===== config.mk =====
export PLATFORM = sky130hd
export DESIGN_NAME = dipa_top
export DESIGN_NICKNAME = d
export VERILOG_FILES = /design/src/design/dipa_top.v
export VERILOG_INCLUDE_DIRS = /design/src /design/src/design
export SDC_FILE = /design/constraint.sdc
export NUM_CORES = 1
export LEC_CHECK = 0
export CORE_ASPECT_RATIO = 1.4
export CORE_MARGIN = 3
export CORE_UTILIZATION = 45
export CTS_CLUSTER_SIZE = 12
export DETAILED_ROUTE_END_ITERATION = 8
export DONT_BUFFER_PORTS = 1
export PLACE_DENSITY = 0.71
export SYNTH_ARGS = -nofsm -noshare
export SYNTH_HDL_FRONTEND = slang
export SYNTH_SLANG_ARGS = --single-unit

===== constraint.sdc =====
create_clock -name sys_clk_in -period 31.9 [get_ports sys_clk_in]
set_clock_uncertainty 0.15 [all_clocks]
set_input_delay 7.975 -clock sys_clk_in [delete_from_list [all_inputs] [get_ports sys_clk_in]]
set_output_delay 7.975 -clock sys_clk_in [all_outputs]
set_load 0.005 [all_outputs]

===== src/design/dipa_defs.vh =====
`ifndef DIPA_DEFS_VH
`define DIPA_DEFS_VH

// Controller-side byte register addresses
`define DIPA_PORT_LOW_ADDR     8'he5
`define DIPA_PORT_HIGH_ADDR    8'he6
`define DIPA_PORT_SELECT_ADDR  8'he8
`define DIPA_PORT_SELECT_RST   8'h00

// Port select views
`define DIPA_VIEW_ADDRESS      8'h00
`define DIPA_VIEW_DATA         8'h01
`define DIPA_VIEW_TONE         8'h02

// Entry geometry
`define DIPA_ADDR_W            16
`define DIPA_DATA_W            14
`define DIPA_DATA_HI_W         6
`define DIPA_ENTRIES           15
`define DIPA_NO_ENTRY          4'hf

// Parameter entry addresses
`define DIPA_TRANSMIT_FULL_SCALE_LEVEL   16'h0002
`define DIPA_DUAL_TONE_HIGH_LEVEL        16'h0003
`define DIPA_DUAL_TONE_TWIST             16'h0004
`define DIPA_USER_TONE_FREQUENCY         16'h0005
`define DIPA_PROGRESS_DETECT_LEVEL       16'h0006
`define DIPA_FREQ_DETECTOR_ONE_CENTRE    16'h0007
`define DIPA_FREQ_DETECTOR_TWO_CENTRE    16'h0008
`define DIPA_FREQ_DETECTOR_THREE_CENTRE  16'h0009
`define DIPA_FREQ_DETECTOR_FOUR_CENTRE   16'h000a
`define DIPA_TONE_GENERATION_LEVEL       16'h000b
`define DIPA_FREQ_DETECTOR_SENSITIVITY   16'h000e
`define DIPA_CARRIER_ON_THRESHOLD        16'h0024
`define DIPA_CARRIER_OFF_THRESHOLD       16'h0025
`define DIPA_ANSWER_ON_THRESHOLD         16'h0026
`define DIPA_ANSWER_OFF_THRESHOLD        16'h0027

// Reset values
`define DIPA_TRANSMIT_FULL_SCALE_LEVEL_RST   14'h1000
`define DIPA_DUAL_TONE_HIGH_LEVEL_RST        14'h1304
`define DIPA_DUAL_TONE_TWIST_RST             14'h0ccd
`define DIPA_USER_TONE_FREQUENCY_RST         14'h005b
`define DIPA_PROGRESS_DETECT_LEVEL_RST       14'h1000
`define DIPA_FREQ_DETECTOR_ONE_CENTRE_RST    14'h137b
`define DIPA_FREQ_DETECTOR_TWO_CENTRE_RST    14'h0218
`define DIPA_FREQ_DETECTOR_THREE_CENTRE_RST  14'h137b
`define DIPA_FREQ_DETECTOR_FOUR_CENTRE_RST   14'h0218
`define DIPA_TONE_GENERATION_LEVEL_RST       14'h0b50
`define DIPA_FREQ_DETECTOR_SENSITIVITY_RST   14'h1000
`define DIPA_CARRIER_ON_THRESHOLD_RST        14'h0a3c
`define DIPA_CARRIER_OFF_THRESHOLD_RST       14'h0ce4
`define DIPA_ANSWER_ON_THRESHOLD_RST         14'h0043
`define DIPA_ANSWER_OFF_THRESHOLD_RST        14'h0025

// Tone view field positions
`define DIPA_STAT_AVAIL_BIT    7
`define DIPA_STAT_DET_BIT      6
`define DIPA_TX_DIGIT_HI       6
`define DIPA_TX_DIGIT_LO       3
`define DIPA_TX_TYPE_HI        2
`define DIPA_TX_TYPE_LO        0
`define DIPA_RPT_SQUARE_BIT    7
`define DIPA_RPT_CASCADE_BIT   6
`define DIPA_RPT_ENABLE_HI     4
`define DIPA_USER_TONE_TYPE    3'h6

// Tone phase: 9 bits, so the step is the sample rate over 512
`define DIPA_PHASE_W           9

`endif


===== src/design/dipa_top.v =====
// Notes on behaviour
// RULE_01 - Host writes entries only on-hook in command mode; others may be dropped.
// RULE_02 - Each entry has a 16-bit address and holds 14 data bits.
// RULE_03 - Host loads entry address first, then data for that address.
// RULE_04 - Select 0x00: low port loads address [7:0], high port [15:8].
// RULE_05 - Select 0x01: low and high ports load data bytes for loaded address.
// RULE_06 - High data byte gives upper 6 bits, low byte lower 8 bits.
// RULE_07 - Port meaning depends on select value and on read versus write.
// RULE_08 - Select 0x02 low read: bit7 available, bit6 detected, bits4:0 tone code.
// RULE_09 - Select 0x02 low write: bits6:3 digit to send, bits2:0 tone type.
// RULE_10 - Select 0x02 high write: bit7 squaring, bit6 cascade disable.
// RULE_11 - High write bits 4..0 enable reporting of tone classes.
// RULE_12 - Host writes no unlisted addresses nor out-of-range values.
// RULE_13 - User tone frequency equals entry value times 9600/512 Hz.
// RULE_14 - Detector centres encode 8192 cos of 2 pi f over 9600.
// RULE_15 - Carrier valid at on-threshold, invalid below off-threshold.
// RULE_16 - Answer tone valid at on-threshold, invalid below off-threshold.
// RULE_17 - Tone generation level entry sets amplitude of generated tones.
// RULE_18 - One sensitivity entry serves all four frequency detectors.
// RULE_19 - Call progress threshold comes from its own entry.
// RULE_20 - Transmit level entry scales modem full-scale transmit level.
// RULE_21 - Touch-tone high level and twist come from their own entries.
// RULE_22 - Tone type 110b sends user tone at user frequency, generation level.
// RULE_23 - Status reports only highest-priority enabled detected tone.
// RULE_24 - Low data byte write commits assembled value after high byte write.
`timescale 1ns/100ps
`include "dipa_defs.vh"

module dipa_top #(
  parameter [4:0] CODE_ANSWER  = 5'h01,
  parameter [4:0] CODE_V23     = 5'h02,
  parameter [4:0] CODE_USER12  = 5'h03,
  parameter [4:0] CODE_USER34  = 5'h04,
  parameter [4:0] CODE_TOUCH   = 5'h10
) (
  input  wire        sys_clk_in,
  input  wire        sys_rst_in,
  input  wire        reg_wr_in,
  input  wire        reg_rd_in,
  input  wire [7:0]  reg_addr_in,
  input  wire [7:0]  reg_wdata_in,
  output reg  [7:0]  reg_rdata_out,
  input  wire        onhook_command_in,
  input  wire        sample_tick_in,
  input  wire [4:0]  tone_hits_in,
  input  wire [3:0]  touch_digit_in,
  input  wire [13:0] carrier_level_in,
  input  wire [13:0] answer_level_in,
  output reg  [13:0] transmit_full_scale_level_out,
  output reg  [13:0] dual_tone_high_level_out,
  output reg  [13:0] dual_tone_twist_out,
  output reg  [13:0] user_tone_frequency_out,
  output reg  [13:0] progress_detect_level_out,
  output reg  [13:0] freq_detector_one_centre_out,
  output reg  [13:0] freq_detector_two_centre_out,
  output reg  [13:0] freq_detector_three_centre_out,
  output reg  [13:0] freq_detector_four_centre_out,
  output reg  [13:0] tone_generation_level_out,
  output reg  [13:0] freq_detector_sensitivity_out,
  output reg  [3:0]  touch_tone_digit_out,
  output reg  [2:0]  tone_type_field_out,
  output reg         square_enable_out,
  output reg         cascade_disable_out,
  output reg  [4:0]  report_enable_out,
  output reg         user_tone_active_out,
  output reg  [13:0] user_tone_amplitude_out,
  output reg  [8:0]  user_tone_phase_out,
  output reg         carrier_valid_out,
  output reg         answer_valid_out
);

  reg  [7:0]  indirect_port_select;
  reg  [7:0]  entry_address_low;
  reg  [7:0]  entry_address_high;
  reg  [5:0]  entry_data_high;
  reg         high_pending;
  reg  [13:0] bank [0:`DIPA_ENTRIES-1];
  reg         data_available;
  reg  [4:0]  last_code;
  reg  [7:0]  next_rdata;
  reg  [4:0]  next_code;
  reg         next_found;

  wire        wr_low  = reg_wr_in && (reg_addr_in == `DIPA_PORT_LOW_ADDR);
  wire        wr_high = reg_wr_in && (reg_addr_in == `DIPA_PORT_HIGH_ADDR);
  wire        wr_sel  = reg_wr_in && (reg_addr_in == `DIPA_PORT_SELECT_ADDR);
  wire        rd_low  = reg_rd_in && (reg_addr_in == `DIPA_PORT_LOW_ADDR);
  wire        in_addr_view = (indirect_port_select == `DIPA_VIEW_ADDRESS);
  wire        in_data_view = (indirect_port_select == `DIPA_VIEW_DATA);
  wire        in_tone_view = (indirect_port_select == `DIPA_VIEW_TONE);
  wire [15:0] entry_address = {entry_address_high, entry_address_low};
  wire [3:0]  entry_index;
  wire [13:0] assembled = {entry_data_high, reg_wdata_in};
  wire [4:0]  live_hits = tone_hits_in & report_enable_out;
  wire        status_read = rd_low && in_tone_view;

  // Address decode of the parameter set
  function [3:0] dipa_index;
    input [15:0] addr;
    begin
      case (addr)
        `DIPA_TRANSMIT_FULL_SCALE_LEVEL:  dipa_index = 4'h0;
        `DIPA_DUAL_TONE_HIGH_LEVEL:       dipa_index = 4'h1;
        `DIPA_DUAL_TONE_TWIST:            dipa_index = 4'h2;
        `DIPA_USER_TONE_FREQUENCY:        dipa_index = 4'h3;
        `DIPA_PROGRESS_DETECT_LEVEL:      dipa_index = 4'h4;
        `DIPA_FREQ_DETECTOR_ONE_CENTRE:   dipa_index = 4'h5;
        `DIPA_FREQ_DETECTOR_TWO_CENTRE:   dipa_index = 4'h6;
        `DIPA_FREQ_DETECTOR_THREE_CENTRE: dipa_index = 4'h7;
        `DIPA_FREQ_DETECTOR_FOUR_CENTRE:  dipa_index = 4'h8;
        `DIPA_TONE_GENERATION_LEVEL:      dipa_index = 4'h9;
        `DIPA_FREQ_DETECTOR_SENSITIVITY:  dipa_index = 4'ha;
        `DIPA_CARRIER_ON_THRESHOLD:       dipa_index = 4'hb;
        `DIPA_CARRIER_OFF_THRESHOLD:      dipa_index = 4'hc;
        `DIPA_ANSWER_ON_THRESHOLD:        dipa_index = 4'hd;
        `DIPA_ANSWER_OFF_THRESHOLD:       dipa_index = 4'he;
        default:                          dipa_index = `DIPA_NO_ENTRY;
      endcase
    end
  endfunction

  function [13:0] dipa_default;
    input [3:0] idx;
    begin
      case (idx)
        4'h0:    dipa_default = `DIPA_TRANSMIT_FULL_SCALE_LEVEL_RST;
        4'h1:    dipa_default = `DIPA_DUAL_TONE_HIGH_LEVEL_RST;
        4'h2:    dipa_default = `DIPA_DUAL_TONE_TWIST_RST;
        4'h3:    dipa_default = `DIPA_USER_TONE_FREQUENCY_RST;
        4'h4:    dipa_default = `DIPA_PROGRESS_DETECT_LEVEL_RST;
        4'h5:    dipa_default = `DIPA_FREQ_DETECTOR_ONE_CENTRE_RST;
        4'h6:    dipa_default = `DIPA_FREQ_DETECTOR_TWO_CENTRE_RST;
        4'h7:    dipa_default = `DIPA_FREQ_DETECTOR_THREE_CENTRE_RST;
        4'h8:    dipa_default = `DIPA_FREQ_DETECTOR_FOUR_CENTRE_RST;
        4'h9:    dipa_default = `DIPA_TONE_GENERATION_LEVEL_RST;
        4'ha:    dipa_default = `DIPA_FREQ_DETECTOR_SENSITIVITY_RST;
        4'hb:    dipa_default = `DIPA_CARRIER_ON_THRESHOLD_RST;
        4'hc:    dipa_default = `DIPA_CARRIER_OFF_THRESHOLD_RST;
        4'hd:    dipa_default = `DIPA_ANSWER_ON_THRESHOLD_RST;
        4'he:    dipa_default = `DIPA_ANSWER_OFF_THRESHOLD_RST;
        default: dipa_default = 14'h0000;
      endcase
    end
  endfunction

  assign entry_index = dipa_index(entry_address);

  // Select register and address bytes
  always @(posedge sys_clk_in or posedge sys_rst_in) begin
    if (sys_rst_in) begin
      indirect_port_select <= `DIPA_PORT_SELECT_RST;
      entry_address_low    <= 8'h00;
      entry_address_high   <= 8'h00;
    end else begin
      if (wr_sel)
        indirect_port_select <= reg_wdata_in;
      if (wr_low && in_addr_view)
        entry_address_low <= reg_wdata_in;          // [RULE_04]
      if (wr_high && in_addr_view)
        entry_address_high <= reg_wdata_in;         // [RULE_04]
    end
  end

  // Data assembly; a fresh address forgets a half-written value
  always @(posedge sys_clk_in or posedge sys_rst_in) begin
    if (sys_rst_in) begin
      entry_data_high <= 6'h00;
      high_pending    <= 1'b0;
    end else begin
      if (wr_high && in_data_view) begin
        entry_data_high <= reg_wdata_in[5:0];       // [RULE_05] [RULE_06]
        high_pending    <= 1'b1;
      end else if ((wr_low && in_data_view) || (reg_wr_in && in_addr_view)) begin
        high_pending <= 1'b0;                       // [RULE_03]
      end
    end
  end

  // Parameter bank
  genvar gi;
  generate
    for (gi = 0; gi < `DIPA_ENTRIES; gi = gi + 1) begin : g_entry
      localparam [3:0] ENTRY_IDX = gi;
      always @(posedge sys_clk_in or posedge sys_rst_in) begin
        if (sys_rst_in)
          bank[gi] <= dipa_default(ENTRY_IDX);
        else if (wr_low && in_data_view && high_pending && onhook_command_in
                 && (entry_index == ENTRY_IDX))
          bank[gi] <= assembled;                    // [RULE_02] [RULE_24] [RULE_01]
      end
    end
  endgenerate

  // Bank outputs feeding the signal path
  always @(posedge sys_clk_in or posedge sys_rst_in) begin
    if (sys_rst_in) begin
      transmit_full_scale_level_out  <= `DIPA_TRANSMIT_FULL_SCALE_LEVEL_RST;
      dual_tone_high_level_out       <= `DIPA_DUAL_TONE_HIGH_LEVEL_RST;
      dual_tone_twist_out            <= `DIPA_DUAL_TONE_TWIST_RST;
      user_tone_frequency_out        <= `DIPA_USER_TONE_FREQUENCY_RST;
      progress_detect_level_out      <= `DIPA_PROGRESS_DETECT_LEVEL_RST;
      freq_detector_one_centre_out   <= `DIPA_FREQ_DETECTOR_ONE_CENTRE_RST;
      freq_detector_two_centre_out   <= `DIPA_FREQ_DETECTOR_TWO_CENTRE_RST;
      freq_detector_three_centre_out <= `DIPA_FREQ_DETECTOR_THREE_CENTRE_RST;
      freq_detector_four_centre_out  <= `DIPA_FREQ_DETECTOR_FOUR_CENTRE_RST;
      tone_generation_level_out      <= `DIPA_TONE_GENERATION_LEVEL_RST;
      freq_detector_sensitivity_out  <= `DIPA_FREQ_DETECTOR_SENSITIVITY_RST;
    end else begin
      transmit_full_scale_level_out  <= bank[0];    // [RULE_20]
      dual_tone_high_level_out       <= bank[1];    // [RULE_21]
      dual_tone_twist_out            <= bank[2];    // [RULE_21]
      user_tone_frequency_out        <= bank[3];
      progress_detect_level_out      <= bank[4];    // [RULE_19]
      freq_detector_one_centre_out   <= bank[5];    // [RULE_14]
      freq_detector_two_centre_out   <= bank[6];    // [RULE_14]
      freq_detector_three_centre_out <= bank[7];    // [RULE_14]
      freq_detector_four_centre_out  <= bank[8];    // [RULE_14]
      tone_generation_level_out      <= bank[9];    // [RULE_17]
      freq_detector_sensitivity_out  <= bank[10];   // [RULE_18]
    end
  end

  // Tone transmit and reporting views, write side only
  always @(posedge sys_clk_in or posedge sys_rst_in) begin
    if (sys_rst_in) begin
      touch_tone_digit_out <= 4'h0;
      tone_type_field_out  <= 3'h0;
      square_enable_out    <= 1'b0;
      cascade_disable_out  <= 1'b0;
      report_enable_out    <= 5'h00;
    end else begin
      if (wr_low && in_tone_view) begin
        touch_tone_digit_out <= reg_wdata_in[`DIPA_TX_DIGIT_HI:`DIPA_TX_DIGIT_LO]; // [RULE_09]
        tone_type_field_out  <= reg_wdata_in[`DIPA_TX_TYPE_HI:`DIPA_TX_TYPE_LO];   // [RULE_09]
      end
      if (wr_high && in_tone_view) begin
        square_enable_out   <= reg_wdata_in[`DIPA_RPT_SQUARE_BIT];   // [RULE_10]
        cascade_disable_out <= reg_wdata_in[`DIPA_RPT_CASCADE_BIT];  // [RULE_10]
        report_enable_out   <= reg_wdata_in[`DIPA_RPT_ENABLE_HI:0];  // [RULE_11]
      end
    end
  end

  // Priority encoder: answer, V.23, touch-tone, user 1/2, user 3/4
  always @* begin
    next_found = 1'b1;
    next_code  = 5'h00;
    if (live_hits[1])
      next_code = CODE_ANSWER;                      // [RULE_23]
    else if (live_hits[2])
      next_code = CODE_V23;                         // [RULE_23]
    else if (live_hits[0])
      next_code = CODE_TOUCH | {1'b0, touch_digit_in};
    else if (live_hits[3])
      next_code = CODE_USER12;
    else if (live_hits[4])
      next_code = CODE_USER34;
    else
      next_found = 1'b0;
  end

  // Sticky availability; a new detection beats the clearing read
  always @(posedge sys_clk_in or posedge sys_rst_in) begin
    if (sys_rst_in) begin
      data_available <= 1'b0;
      last_code      <= 5'h00;
    end else begin
      if (next_found && (!data_available || next_code != last_code)) begin
        data_available <= 1'b1;
        last_code      <= next_code;
      end else if (status_read) begin
        data_available <= 1'b0;
      end
    end
  end

  // Read views; write-only ports read as zero
  always @* begin
    next_rdata = 8'h00;
    if (reg_addr_in == `DIPA_PORT_SELECT_ADDR)
      next_rdata = indirect_port_select;
    else if (status_read) begin
      next_rdata[`DIPA_STAT_AVAIL_BIT] = data_available;    // [RULE_07] [RULE_08]
      next_rdata[`DIPA_STAT_DET_BIT]   = next_found;        // [RULE_08]
      next_rdata[4:0]                  = last_code;         // [RULE_08]
    end
  end

  always @(posedge sys_clk_in or posedge sys_rst_in) begin
    if (sys_rst_in)
      reg_rdata_out <= 8'h00;
    else if (reg_rd_in)
      reg_rdata_out <= next_rdata;
  end

  // User tone: 9-bit phase wraps at the entry value times the sample rate over 512
  always @(posedge sys_clk_in or posedge sys_rst_in) begin
    if (sys_rst_in) begin
      user_tone_phase_out     <= 9'h000;
      user_tone_active_out    <= 1'b0;
      user_tone_amplitude_out <= 14'h0000;
    end else begin
      user_tone_active_out <= (tone_type_field_out == `DIPA_USER_TONE_TYPE); // [RULE_22]
      user_tone_amplitude_out <= (tone_type_field_out == `DIPA_USER_TONE_TYPE) ?
                                 bank[9] : 14'h0000;                         // [RULE_17]
      // Phase follows the registered flag and step, so it never runs ahead of them
      if (!user_tone_active_out)
        user_tone_phase_out <= 9'h000;
      else if (sample_tick_in)
        user_tone_phase_out <= user_tone_phase_out + user_tone_frequency_out[8:0]; // [RULE_13]
    end
  end

  // Level hysteresis
  always @(posedge sys_clk_in or posedge sys_rst_in) begin
    if (sys_rst_in) begin
      carrier_valid_out <= 1'b0;
      answer_valid_out  <= 1'b0;
    end else begin
      if (carrier_level_in >= bank[11])
        carrier_valid_out <= 1'b1;                  // [RULE_15]
      else if (carrier_level_in < bank[12])
        carrier_valid_out <= 1'b0;                  // [RULE_15]
      if (answer_level_in >= bank[13])
        answer_valid_out <= 1'b1;                   // [RULE_16]
      else if (answer_level_in < bank[14])
        answer_valid_out <= 1'b0;                   // [RULE_16]
    end
  end

endmodule


== Word level (Yosys, flattened, before mapping) ==
Memories as Yosys holds them, arrays and structs flattened.
Index checks and enable logic that the tools add are counted.

* Memories: 1
* Bits in read-only memories: 256
* Register bits: 449
* Output and inout bits: 202

{| class="wikitable"
|+ Memory list
! name !! depth !! bits a word !! read ports !! clocked after Yosys merged registers in !! write ports !! RTL line !! text
|-
| (no name shown) || 64 || 4 || 1 || 0 || 0 || dipa_top.v:101 || <nowiki>case (addr)</nowiki>
|}

* Reductions and logical operators: 40
* Multiplexer cells: 27
* Equal/unequal tests: 22
* $lt $le $gt $ge: 4
* Bitwise logic cells: 1
* $add $sub $neg: 1

{| class="wikitable"
|+ Operators by type and width
! cell !! number
|-
| logical AND 1 bit || 30
|-
| equality test 4 bit, second input constant || 7
|-
| >= comparator 14 bit || 2
|-
| less-than comparator 14 bit || 2
|-
| two-way mux 5 bit || 5
|-
| equality test 8 bit, second input constant || 3
|-
| two-way mux 9 bit || 2
|-
| equality test 4 x 3 -> 1 bit, second input constant || 4
|-
| two-way mux 1 bit || 14
|-
| two-way mux 14 bit || 1
|-
| logical NOT 10 bit || 1
|-
| adder 9 bit || 1
|-
| equality test 4 x 2 -> 1 bit, second input constant || 2
|-
| equality test 8 x 1 -> 1 bit, second input constant || 1
|-
| equality test 8 x 2 -> 1 bit, second input constant || 1
|-
| logical NOT 8 bit || 1
|-
| nonzero test 2 bit || 4
|-
| two-way mux 3 bit || 2
|-
| bitwise AND 5 bit || 1
|-
| != test 5 bit || 1
|-
| equality test 4 x 1 -> 1 bit, second input constant || 1
|-
| logical NOT 4 bit || 1
|-
| two-way mux 2 bit || 2
|-
| two-way mux 4 bit || 1
|-
| 4 further kinds || 5
|}

== Depth between registers and ports, before layout ==
* Word-level depth: 10
* Mapped depth: 9

== Worst setup path after synthesis ==
Ideal clock, no wire load.

* Path kind: input -> register
* Start: in reg_addr_in[4]
* End: reg bank[13] in the netlist's numbering
* Path slack: 21.856 ns
* Path buffers: 1
* Stages: 7
* Required time: 31.625 ns
* Data arrival time: 9.769 ns
* Setup time: 0.125 ns
* Cells stage by stage: nand4b_1 nand4bb_1 nor3_2 nand4b_1 nor2_1 buf_2 mux2_2

* Word-level cells in the longest chain between the ends: 6

{| class="wikitable"
|+ Ends and longest elaborated chain
! item !! RTL line !! text
|-
| from (decl) || dipa_top.v:40 || <nowiki>input wire [7:0] reg_addr_in,</nowiki>
|-
| equality test 8 bit (no line) || - ||
|-
| logical AND 1 bit || dipa_top.v:84 || <nowiki>wire wr_low = reg_wr_in && (reg_addr_in == `DIPA_PORT_LOW_ADDR);</nowiki>
|-
| logical AND 1 bit (3 in a row) || dipa_top.v:187 || <nowiki>else if (wr_low && in_data_view && high_pending && onhook_command_in</nowiki>
|-
| logical AND 1 bit || dipa_top.v:188 || <nowiki>&& (entry_index == ENTRY_IDX))</nowiki>
|-
| to (signal, indexed assignment) || dipa_top.v:186 || <nowiki>bank[gi] <= dipa_default(ENTRY_IDX);</nowiki>
|-
| to (signal, indexed assignment) || dipa_top.v:189 || <nowiki>bank[gi] <= assembled;</nowiki>
|-
| to (decl) || dipa_top.v:77 || <nowiki>reg [13:0] bank [0:`DIPA_ENTRIES-1];</nowiki>
|}

No other way between the ends.
A chain may end at the register's enable or synchronous reset.

== Worst setup path after layout ==
* Start: in reg_addr_in[4]
* End: reg bank[72] in the netlist's numbering

The elaborated chain is that of the path after synthesis.

==> flow_metrics.tcl <==
set metrics [dict create \
    worstSkewPairLatency_ns 0.55 \
    clkPwrFrac_pct 44.9 \
    ys_ff_latch 449 \
    netSwitchingFraction_pct 21.16 \
    synth_top_area_share_pct 47.88 \
    synthesis.area_um2 17510 \
    start_kind "primary input" \
    stdcell_area_um2 19390 \
    synthCells 1184 \
    area_growth_pct 10.78 \
    rsz0062_at_grt "false" \
    clock.fmax_mhz 97.57 \
    drt_iter0_drc 422 \
    synth_edf_count 0 \
    final_common_cell "dfrtp_1" \
    leakagePower_nw 9.225 \
    fin_util_pct 51.12 \
    met1_length_mm 14.59 \
    hold_viol 0 \
    root_buffer "clkbuf_16" \
    synthTopCellsByArea "dfrtp_1 (48%), dfstp_2 (17%), mux2_2 (15%)" \
    setup_viol 0 \
    worstPathMaxFanout 14 \
    comb_power_share_pct 3.1 \
    max_flop_register "bank" \
    ys_seq_area_share_pct 64.99 \
    final_cell_count_no_fill 1746 \
    async_flop_share_pct 100.0 \
    wl_met2_mm 20.59 \
    port_buffers 0 \
    grt.total_usage_pct 18.75 \
    synthesis.nets 1312 \
    vias_per_cell 5.300 \
    cts_tree "yes" \
    period_share_pct 32.13 \
    final_cell_mix "dfrtp_1 (335), mux2_2 (236), dfstp_2 (114)" \
    grt_max_degree 104 \
    die_w_um 172.7 \
    clock_sinks 449 \
    cts.path.max_buffers 3 \
    status "completed" \
    die_h_um 239.4 \
    pwr_density_cell_nw_per_um2 57.13 \
    fp-row-count 84 \
    post_drt_wl_per_cell_um 22.37 \
    gp_congestion 0.8254 \
    overflow 0 \
    seqPwrFrac_pct 52.0 \
    pre_cts_slack_ns 21.11 \
    drc_errors 0 \
    min_path_cells 0 \
    start_util_pct 46.14 \
    yosys.area.top_type "dfrtp_1" \
    ys.flop_type "dfrtp_1" \
    highest_layer "met5" \
    wl_met3_mm 2.348 \
    htreeDepth 2 \
    clk_pin_slew_ns 0.06 \
    post-dp-hpwl_mm 25.87 \
    via_count 9254 \
    num_io_pins 261 \
    cts_resized 0 \
    place_area_um2 18010 \
    peakVddDrop_uv 38.22 \
    final_layout_size_suffix_gt1_share_pct 37.02 \
    worstPathArrival_ns 10.53 \
    grt_pass1_vias 9826 \
    cp_data_required_time_ns 32.18 \
    avgSynthCellArea_um2 14.79 \
    min_period_ns 10.25 \
    ys_warn_count 0 \
    ff2ff_path_depth 8 \
    finalWirelength_mm 39.05 \
    antenna_found_initial 2 \
    intPower_mw 0.8736 \
    slew_headroom_pct 31.90 \
    worst_slew_pin_slew_ns 1.020 \
    post_cts.repair.setup_buffers 0 \
    num-fill-cells 3118 \
    drv_cap 0 \
    slew_viol_final 0 \
    grt_pass1_wl_mm 59.48 \
    ctsHoldBuffers 0 \
    antenna_left 0 \
    worstSetupPathType "in -> reg" \
    setup_tns_ns 0 \
    largest_register_ffs 210 \
    drt_first_pass_iters 4 \
    switching_power_mw 0.2344 \
    die_area_um2 41340 \
    post_synth_num_cell_types 66 \
    nets 1321 \
    crit_path_end_kind "register" \
    cts_buffers 45 \
    core_um2 37940 \
    whs_ns 0.2068 \
    fin_ws_ns 21.65 \
    power.total_mw 1.108 \
    placed_cells 1662 \
    hp-class "reg -> reg" \
]
-- power groups by stage --
stage / sequential, mW / combinational [mW] / clock [mW]
floorplan: 0.584 / 0.0300 / 0
global placement: 0.586 / 0.0341 / 0
detailed placement: 0.586 / 0.0354 / 0
CTS: 0.576 / 0.0356 / 0.512
global route: 0.576 / 0.0401 / 0.536
finish: 0.576 / 0.0346 / 0.497
-- worst max-delay path, stage by stage --
cell	delay, ns
nand4b_1	0.19
nand4bb_1	0.36
nor3_2	0.42
nand4_1	0.31
nor2_2	0.86
mux2_2	0.42
-- worst paths after layout --
check,startpoint,to,slack (ns)
hold reg to reg,bank[194],dual_tone_high_level_out[12],0.21
max in group asynchronous,sys_rst_in,tone_generation_level_out[1],22.07
hold / removal,bank[194],dual_tone_high_level_out[12],0.21
setup / recovery,reg_addr_in[4],bank[72],21.65
setup reg to reg,entry_address_low[2],bank[72],28.54
min in group asynchronous,sys_rst_in,bank[207],7.23
-- cells in the mapped netlist, drive strengths merged, types with 4 or more instances --
cell and instances:
ha 68, clkbuf 31, o21a 5, nand2b 8, or3 5, xnor2 6
nor2b 15, o21ai 18, dfrtp 335, a21oi 23, dfstp 114, inv 69
mux2 256, nor2 38, nor4 4, mux2i 7, a211o 4, nand3 15
a31oi 5, a21o 15, nand4 10, nor3 9, and2 21, a22oi 7
buf 17, nand2 37
-- cell type report --
cell class / count / area, um^2 / share of cell area (%)
Inverter: 69 / 266.5 / 1.374
Clock inverter: 4 / 53.80 / 0.2774
Timing Repair Buffer: 10 / 75.07 / 0.3871
Clock buffer: 79 / 1326 / 6.838
Antenna cell: 1 / 2.502 / 0.01290
Sequential cell: 449 / 11380 / 58.67
Tap cell: 516 / 645.6 / 3.329
Multi-Input combinational cell: 618 / 5647 / 29.11
-- routing by layer --
metal | vias to the layer above | GRT usage [%]
met5 | - | 0
met4 | 2 | 7.524
met3 | 84 | 4.789
met2 | 242 | 34.07
met1 | 4810 | 21.16
li1 | 4116 | -
-- cell families after synthesis --
family                     count (synthesis)  synth area share, %
AOI/OAI and AO/OA                        101                3.888
muxes                                    263                17.29
buffers and inverters                    117                2.844
xor gates and xnor gates                   8               0.4002
and+or+nand+nor                          177                5.610
adders and majority gates                 69                4.974
DFF                                      449                64.99
Note: power is estimated with default switching activity, not from simulation.
